==> config.mk <==
export PLATFORM = sky130hd
export DESIGN_NAME = mxs_core
export DESIGN_NICKNAME = d
export VERILOG_FILES = /design/src/verilog/mxs_pkg.sv /design/src/verilog/mxs_alu_if.sv /design/src/verilog/mxs_alu.sv /design/src/verilog/mxs_core.sv
export VERILOG_INCLUDE_DIRS = /design/src /design/src/verilog
export SDC_FILE = /design/constraint.sdc
export NUM_CORES = 1
export LEC_CHECK = 0
export BUFFER_PORTS_ARGS = -buffer_cell sky130_fd_sc_hd__buf_2
export CAP_MARGIN = 30
export CORE_MARGIN = 4
export CORE_UTILIZATION = 52
export DETAILED_ROUTE_END_ITERATION = 7
export PLACE_DENSITY_LB_ADDON = 0.12
export SLEW_MARGIN = 20
export SYNTH_ARGS = -nofsm -noshare
export SYNTH_HDL_FRONTEND = slang
export SYNTH_SLANG_ARGS = --single-unit
==> constraint.sdc <==
create_clock -name clk -period 4.9 [get_ports clk]
set_clock_uncertainty 0.1 [all_clocks]
set_input_delay 0.98 -clock clk [delete_from_list [all_inputs] [get_ports clk]]
set_output_delay 0.98 -clock clk [all_outputs]
set_load 0.005 [all_outputs]
==> src/verilog/mxs_consts.svh <==
`ifndef MXS_CONSTS_SVH
`define MXS_CONSTS_SVH

// ------------------------------------------------------------
// widths
// ------------------------------------------------------------
`define MXS_PC_W        10
`define MXS_DATA_W      8
`define MXS_REG_ADDR_W  6
`define MXS_FIDX_W      4

// ------------------------------------------------------------
// vectors, reset values and pc steps
// ------------------------------------------------------------
`define MXS_TRAP_VEC    10'h001
`define MXS_PC_RST      10'h000
`define MXS_ACC_RST     8'h00
`define MXS_PC_STEP     10'h001
`define MXS_PC_SKIP     10'h002

// ------------------------------------------------------------
// cycle counts per opcode
// ------------------------------------------------------------
`define MXS_CYC_ONE     2'h1
`define MXS_CYC_SKIP    2'h2
`define MXS_CYC_TRAP    2'h3
`define MXS_CYC_FAR     2'h2

`endif

==> src/verilog/mxs_pkg.sv <==
package mxs_pkg;

    typedef enum logic [3:0]
    {
        mxs_nop_op,
        mxs_inc_skip_zero_op,
        mxs_trap_op,
        mxs_or_acc_reg_op,
        mxs_or_acc_imm_op,
        mxs_fpage_read_op,
        mxs_fpage_write_op,
        mxs_far_call_op,
        mxs_far_jump_op
    } mxs_op_t;

    typedef enum logic
    {
        mxs_alu_inc,
        mxs_alu_or
    } mxs_alu_t;

    typedef enum logic
    {
        mxs_idle,
        mxs_wait
    } mxs_state_t;

endpackage

==> src/verilog/mxs_alu_if.sv <==
`timescale 1ns/100ps
`include "mxs_consts.svh"

interface mxs_alu_if;
    import mxs_pkg::*;

    mxs_alu_t                   sel;
    logic [`MXS_DATA_W-1:0]     a;
    logic [`MXS_DATA_W-1:0]     b;
    logic [`MXS_DATA_W-1:0]     result;
    logic                       zero;

    modport alu  (input sel, input a, input b, output result, output zero);
    modport core (output sel, output a, output b, input result, input zero);
endinterface

==> src/verilog/mxs_alu.sv <==
`timescale 1ns/100ps
`include "mxs_consts.svh"

module mxs_alu
    import mxs_pkg::*;
(
    mxs_alu_if.alu  bus
);
    always_comb
    begin
        unique case (bus.sel)
            mxs_alu_inc: bus.result = bus.a + `MXS_DATA_W'(1);
            mxs_alu_or:  bus.result = bus.a | bus.b;
        endcase
        bus.zero = (bus.result == '0);
    end
endmodule

==> src/verilog/mxs_core.sv <==
`timescale 1ns/100ps
`include "mxs_consts.svh"

module mxs_core
    import mxs_pkg::*;
#(
    parameter int STACK_DEPTH = 8,
    parameter int SP_W        = $clog2(STACK_DEPTH)
)
(
    input  wire logic                           clk,
    input  wire logic                           sys_rst,
    input  wire logic                           op_valid,
    input  wire mxs_op_t                        op_kind,
    input  wire logic                           op_dest,
    input  wire logic [`MXS_REG_ADDR_W-1:0]     op_reg_addr,
    input  wire logic [`MXS_DATA_W-1:0]         op_imm,
    input  wire logic [`MXS_FIDX_W-1:0]         op_fidx,
    input  wire logic [`MXS_PC_W-1:0]           op_addr,
    input  wire logic [`MXS_DATA_W-1:0]         freg_rdata,
    input  wire logic [`MXS_DATA_W-1:0]         fpage_rdata,
    output logic                                busy,
    output logic                                discard_fetch,
    output logic [`MXS_PC_W-1:0]                pc,
    output logic [`MXS_DATA_W-1:0]              accumulator,
    output logic                                zflag,
    output logic                                freg_we,
    output logic [`MXS_REG_ADDR_W-1:0]          freg_waddr,
    output logic [`MXS_DATA_W-1:0]              freg_wdata,
    output logic                                fpage_we,
    output logic [`MXS_FIDX_W-1:0]              fpage_widx,
    output logic [`MXS_DATA_W-1:0]              fpage_wdata,
    output logic                                push_valid,
    output logic [`MXS_PC_W-1:0]                push_addr,
    output logic [SP_W-1:0]                     stack_ptr
);

    // ------------------------------------------------------------
    // shared arithmetic
    // ------------------------------------------------------------
    mxs_alu_if  alu_bus ();

    mxs_alu u_alu
    (
        .bus (alu_bus.alu)
    );

    function automatic logic [`MXS_PC_W-1:0] pc_add
    (
        input logic [`MXS_PC_W-1:0] base,
        input logic [`MXS_PC_W-1:0] step
    );
        pc_add = base + step;
    endfunction

    logic                       accept;
    logic [`MXS_PC_W-1:0]       pc_plus1;

    assign accept   = op_valid && !busy;
    assign pc_plus1 = pc_add(pc, `MXS_PC_STEP);

    always_comb
    begin
        alu_bus.sel = mxs_alu_or;
        alu_bus.a   = accumulator;
        alu_bus.b   = freg_rdata;
        unique case (op_kind)
            mxs_inc_skip_zero_op:
            begin
                alu_bus.sel = mxs_alu_inc;
                alu_bus.a   = freg_rdata;
            end
            mxs_or_acc_imm_op:
                alu_bus.b   = op_imm;
            default:
                alu_bus.b   = freg_rdata;
        endcase
    end

    // ------------------------------------------------------------
    // sequencing and datapath
    // ------------------------------------------------------------
    mxs_state_t                 state;
    mxs_state_t                 next_state;
    logic [1:0]                 wait_cnt;
    logic [1:0]                 next_wait_cnt;
    logic                       next_busy;
    logic                       next_discard_fetch;
    logic [`MXS_PC_W-1:0]       next_pc;
    logic [`MXS_DATA_W-1:0]     next_accumulator;
    logic                       next_zflag;
    logic                       next_freg_we;
    logic [`MXS_REG_ADDR_W-1:0] next_freg_waddr;
    logic [`MXS_DATA_W-1:0]     next_freg_wdata;
    logic                       next_fpage_we;
    logic [`MXS_FIDX_W-1:0]     next_fpage_widx;
    logic [`MXS_DATA_W-1:0]     next_fpage_wdata;
    logic                       next_push_valid;
    logic [`MXS_PC_W-1:0]       next_push_addr;
    logic [SP_W-1:0]            next_stack_ptr;
    logic [1:0]                 cycles;

    always_comb
    begin
        cycles             = `MXS_CYC_ONE;
        next_state         = state;
        next_wait_cnt      = wait_cnt;
        next_discard_fetch = 1'b0;
        next_pc            = pc;
        next_accumulator   = accumulator;
        next_zflag         = zflag;
        next_freg_we       = 1'b0;
        next_freg_waddr    = freg_waddr;
        next_freg_wdata    = freg_wdata;
        next_fpage_we      = 1'b0;
        next_fpage_widx    = fpage_widx;
        next_fpage_wdata   = fpage_wdata;
        next_push_valid    = 1'b0;
        next_push_addr     = push_addr;
        next_stack_ptr     = stack_ptr;
        unique case (state)
            mxs_idle:
            if (accept)
            begin
                next_pc = pc_plus1;
                unique case (op_kind)
                    mxs_inc_skip_zero_op:
                    begin
                        if (op_dest)
                        begin
                            next_freg_we    = 1'b1;
                            next_freg_waddr = op_reg_addr;
                            next_freg_wdata = alu_bus.result;
                        end
                        else
                            next_accumulator = alu_bus.result;
                        // skipped slot runs as a nop: pc steps past it
                        if (alu_bus.zero)
                        begin
                            cycles             = `MXS_CYC_SKIP;
                            next_discard_fetch = 1'b1;
                            next_pc = pc_add(pc, `MXS_PC_SKIP);
                        end
                    end
                    mxs_trap_op:
                    begin
                        cycles          = `MXS_CYC_TRAP;
                        next_push_valid = 1'b1;
                        next_push_addr  = pc_plus1;
                        next_stack_ptr  = stack_ptr + SP_W'(1);
                        next_pc         = `MXS_TRAP_VEC;
                    end
                    mxs_or_acc_reg_op, mxs_or_acc_imm_op:
                    begin
                        next_zflag = alu_bus.zero;
                        if (op_dest && op_kind == mxs_or_acc_reg_op)
                        begin
                            next_freg_we    = 1'b1;
                            next_freg_waddr = op_reg_addr;
                            next_freg_wdata = alu_bus.result;
                        end
                        else
                            next_accumulator = alu_bus.result;
                    end
                    mxs_fpage_read_op:
                        next_accumulator = fpage_rdata;
                    mxs_fpage_write_op:
                    begin
                        next_fpage_we    = 1'b1;
                        next_fpage_widx  = op_fidx;
                        next_fpage_wdata = accumulator;
                    end
                    mxs_far_call_op:
                    begin
                        cycles          = `MXS_CYC_FAR;
                        next_push_valid = 1'b1;
                        next_push_addr  = pc_plus1;
                        next_stack_ptr  = stack_ptr + SP_W'(1);
                        next_pc         = op_addr;
                    end
                    mxs_far_jump_op:
                    begin
                        cycles  = `MXS_CYC_FAR;
                        next_pc = op_addr;
                    end
                    default:
                        next_pc = pc_plus1;
                endcase
                next_wait_cnt = cycles - 2'h1;
                if (next_wait_cnt != 2'h0)
                    next_state = mxs_wait;
            end
            mxs_wait:
            begin
                next_wait_cnt = wait_cnt - 2'h1;
                if (next_wait_cnt == 2'h0)
                    next_state = mxs_idle;
            end
        endcase
        next_busy = (next_state == mxs_wait);
    end

    always_ff @(posedge clk)
    begin
        if (sys_rst)
        begin
            state         <= mxs_idle;
            wait_cnt      <= 2'h0;
            busy          <= 1'b0;
            discard_fetch <= 1'b0;
            pc            <= `MXS_PC_RST;
            accumulator   <= `MXS_ACC_RST;
            zflag         <= 1'b0;
            freg_we       <= 1'b0;
            freg_waddr    <= '0;
            freg_wdata    <= '0;
            fpage_we      <= 1'b0;
            fpage_widx    <= '0;
            fpage_wdata   <= '0;
            push_valid    <= 1'b0;
            push_addr     <= `MXS_PC_RST;
            stack_ptr     <= '0;
        end
        else
        begin
            state         <= next_state;
            wait_cnt      <= next_wait_cnt;
            busy          <= next_busy;
            discard_fetch <= next_discard_fetch;
            pc            <= next_pc;
            accumulator   <= next_accumulator;
            zflag         <= next_zflag;
            freg_we       <= next_freg_we;
            freg_waddr    <= next_freg_waddr;
            freg_wdata    <= next_freg_wdata;
            fpage_we      <= next_fpage_we;
            fpage_widx    <= next_fpage_widx;
            fpage_wdata   <= next_fpage_wdata;
            push_valid    <= next_push_valid;
            push_addr     <= next_push_addr;
            stack_ptr     <= next_stack_ptr;
        end
    end

    logic acc_inc;
    assign acc_inc = accept && op_kind == mxs_inc_skip_zero_op;
endmodule

==> impl_metrics.json <==
{
  "die_x_um": 92.0,
  "grt.total_usage_pct": 25.3,
  "path_class": "in2reg",
  "ys.flop_type": "dfxtp_1",
  "power.leakage_nw": 2.03,
  "wl_per_cell_um": 16.0,
  "async_reset_ff_share_pct": 0,
  "io_pins": 115,
  "final_common_cell": "buf_2",
  "globalRouteMet1Util_pct": 31.5,
  "setup_ws_ns": 0.954,
  "grt_setup_unrepaired": "no",
  "hold_slack_ns": 0.355,
  "antenna_found_initial": 0,
  "drtIter0Drc": 159,
  "initial_core_util_pct": 53.7,
  "drtPass1Iterations": 4,
  "placedCellCount": 651,
  "cts_sinks": 65,
  "drtAntennaViolNets": 0,
  "grt_util_met2_pct": 43.4,
  "rows": 30,
  "core_area_sq_um": 6830,
  "p_int_mw": 0.961,
  "nets": 624,
  "grt_pass1_vias": 3540,
  "syn-cell-area_sq_um": 3670,
  "p_comb_share_pct": 14.0,
  "p_sw_share_pct": 26.8,
  "use_met3_pct": 6.15,
  "ys_warn_count": 0,
  "synth-seq-cells": 65,
  "worst_ep_arrival_time_ns": 4.07,
  "synth_nets": 528,
  "clk_latency_ns": 0.34,
  "final_cells": 667,
  "maxSlewHeadroom_pct": 46.0,
  "ys_seq_area_share_pct": 35.4,
  "drv_slew": 0,
  "finalCritPeriodShare_pct": 80.5,
  "cts_made_buffers": 9,
  "fmax_ghz": 0.253,
  "drc_errors": 0,
  "outcome": "completed",
  "gp_congestion": 0.947,
  "wl_um": 10700,
  "synth_edf_count": 0,
  "reg2reg_slack_ns": 2.02,
  "post-route-util_pct": 65.8,
  "report.final.hold_viol_count": 0,
  "die_h_um": 92.0,
  "post_cts_resize_count": 0,
  "grt.overflow.total": 0,
  "cts.clk_slew.worst_paths_ns": 0.08,
  "final_design_area_no_fill_sq_um": 4490,
  "final_cell_mix": "buf_2, nor2_1, dfxtp_1",
  "worst_slew_pin_slew_ns": 0.807,
  "syn-mean-instance-area_sq_um": 7.81,
  "hold_start": "freg_wdata[1]$_SDFFE_PP0P_",
  "htreeDepth": 3,
  "hpwl_um": 7740,
  "r2r_start": "accumulator[1]$_SDFFE_PP0P_",
  "die_area_sq_um": 8470,
  "fin_tns_setup_ns": 0,
  "drive_gt1_share_pct": 24.9,
  "grt_max_degree": 41,
  "viasPerCell": 5.63,
  "cts_buffer_depth": 2,
  "vias": 3754,
  "portBuffers": 114,
  "power.total_mw": 1.31,
  "syn2layout_area_growth_pct": 22.4,
  "hold_buffers": 0,
  "drv_cap": 0,
  "ys_types": 64,
  "worst_setup_path_end_kind": "flip-flop",
  "root_buffer": "clkbuf_8",
  "slowest_delay_ns": 0.48,
  "grt_pass1_wl_um": 17300,
  "seq_power_share_pct": 43.0,
  "place_area_sq_um": 4250,
  "grt_busiest_layer": "met2",
  "cp_data_required_time_ns": 5.02,
  "finalSetupViolCount": 0,
  "power_frac_clock_pct": 43.0,
  "path_cells": "buf_2 > nor4b_4 > nand2_1 > nand2_1 > ha_1 > nand3_1 > xnor2_1 > o32a_1 > a211oi_1 > and3_1 > nor2_1 > ha_1 > mux2i_1 > nor2_1 > a21oi_1 > nor2_1",
  "cts_tree": "done",
  "n_antenna_cell": 0,
  "slowest_stage": "nor4b_4",
  "hp-class": "reg2reg",
  "post-place-ws_ns": 0.621,
  "crit_path_start": "op_kind[1]",
  "crit_path_frequent_cell": "nor2_1",
  "post-route-min-period_ns": 3.95,
  "cts_setup_buffers": 0,
  "p_per_area_nw_per_um2": 292,
  "vdd_drop_max_v": 0.000254,
  "fillers": 637,
  "crit_path_start_kind": "input port",
  "switchingPower_mw": 0.352,
  "syn-instance-count": 470,
  "crit_fanout": 26
}
area by class of cell:
class                   count  area, sq um  share of cell area (%)
inverters                   6         22.5                   0.501
repair buffers            120          616                    13.7
clock buffers              10          128                    2.84
multi-input cells         364         2190                    48.8
clock inverters             6          115                    2.56
well taps                  96          120                    2.67
flip-flops and latches     65         1300                    29.0
layer usage:
metal  wire (um)  part of all wire [%]
met1        4560                    43
met2        5220                    49
met3         759                   7.1
met4         146                   1.4
met5           0                     0
flip-flops by register name, summed over array words and instances, names as in the netlist:
signal and cells:
accumulator 8, discard_fetch 1, fpage_wdata 8, fpage_we 1
fpage_widx 4, freg_waddr 6, freg_wdata 8, freg_we 1
pc 10, push_addr 10, push_valid 1, stack_ptr 3
state 1, wait_cnt 2, zflag 1
kinds of logic (layout without fill, tap and decap cells):
family	count (synthesis)	after routing	share of synthesized area (%)
compound gates	105	105	19.2
xor+xnor	15	15	3.58
fa+ha+maj	6	6	2.04
buf+inv	41	142	4.84
flops	65	65	35.4
mux	24	24	6.58
simple gates	214	214	28.3
power groups by stage:
stage	Sequential [mW]	Combinational (mW)	Clock [mW]
floorplan	0.571	0.117	0
global placement	0.576	0.180	0
detailed placement	0.577	0.182	0
CTS	0.565	0.183	0.571
global route	0.568	0.204	0.598
finish	0.565	0.184	0.564
worst max-delay path: cells and delay by family:
| family | cells | cell delay [ns] |
|---|---|---|
| simple gates | 8 | 1.41 |
| compound gates | 3 | 0.67 |
| fa+ha+maj | 2 | 0.49 |
| buf+inv | 1 | 0.25 |
| xor+xnor | 1 | 0.13 |
| mux | 1 | 0.13 |
worst paths after layout:
check	endpoint	depth (start not counted)
min reg2reg	freg_wdata[1]$_SDFFE_PP0P_	2
max	wait_cnt[1]$_SDFFE_PP0P_	16
max reg2reg	wait_cnt[1]$_SDFFE_PP0P_	14
min	freg_wdata[1]$_SDFFE_PP0P_	2
Yosys cell counts, types with 3 or more instances:
master / instances / share of area [%]
nor3b_1: 4 / 0.82
buf_2: 4 / 0.55
nor3_1: 15 / 2.0
a311oi_1: 3 / 0.72
o21ai_0: 14 / 1.9
dfxtp_1: 65 / 35
or3_1: 4 / 0.68
nor2b_1: 5 / 0.85
and3_1: 7 / 1.2
and4_1: 3 / 0.72
ha_1: 6 / 2.0
a21oi_1: 35 / 4.8
nand4_1: 3 / 0.51
o211ai_1: 4 / 0.82
nand2b_1: 7 / 1.2
xor2_1: 7 / 1.7
mux2i_1: 23 / 6.3
inv_1: 6 / 0.61
nand2_1: 62 / 6.3
buf_1: 5 / 0.51
a211oi_1: 10 / 2.0
xnor2_1: 8 / 1.9
nor2_1: 75 / 7.7
clkbuf_1: 23 / 2.4
nand3b_1: 4 / 0.82
nand3_1: 12 / 1.6
a2bb2oi_1: 3 / 0.72
o31ai_1: 6 / 1.2
Power figures use the tool's default switching activity.
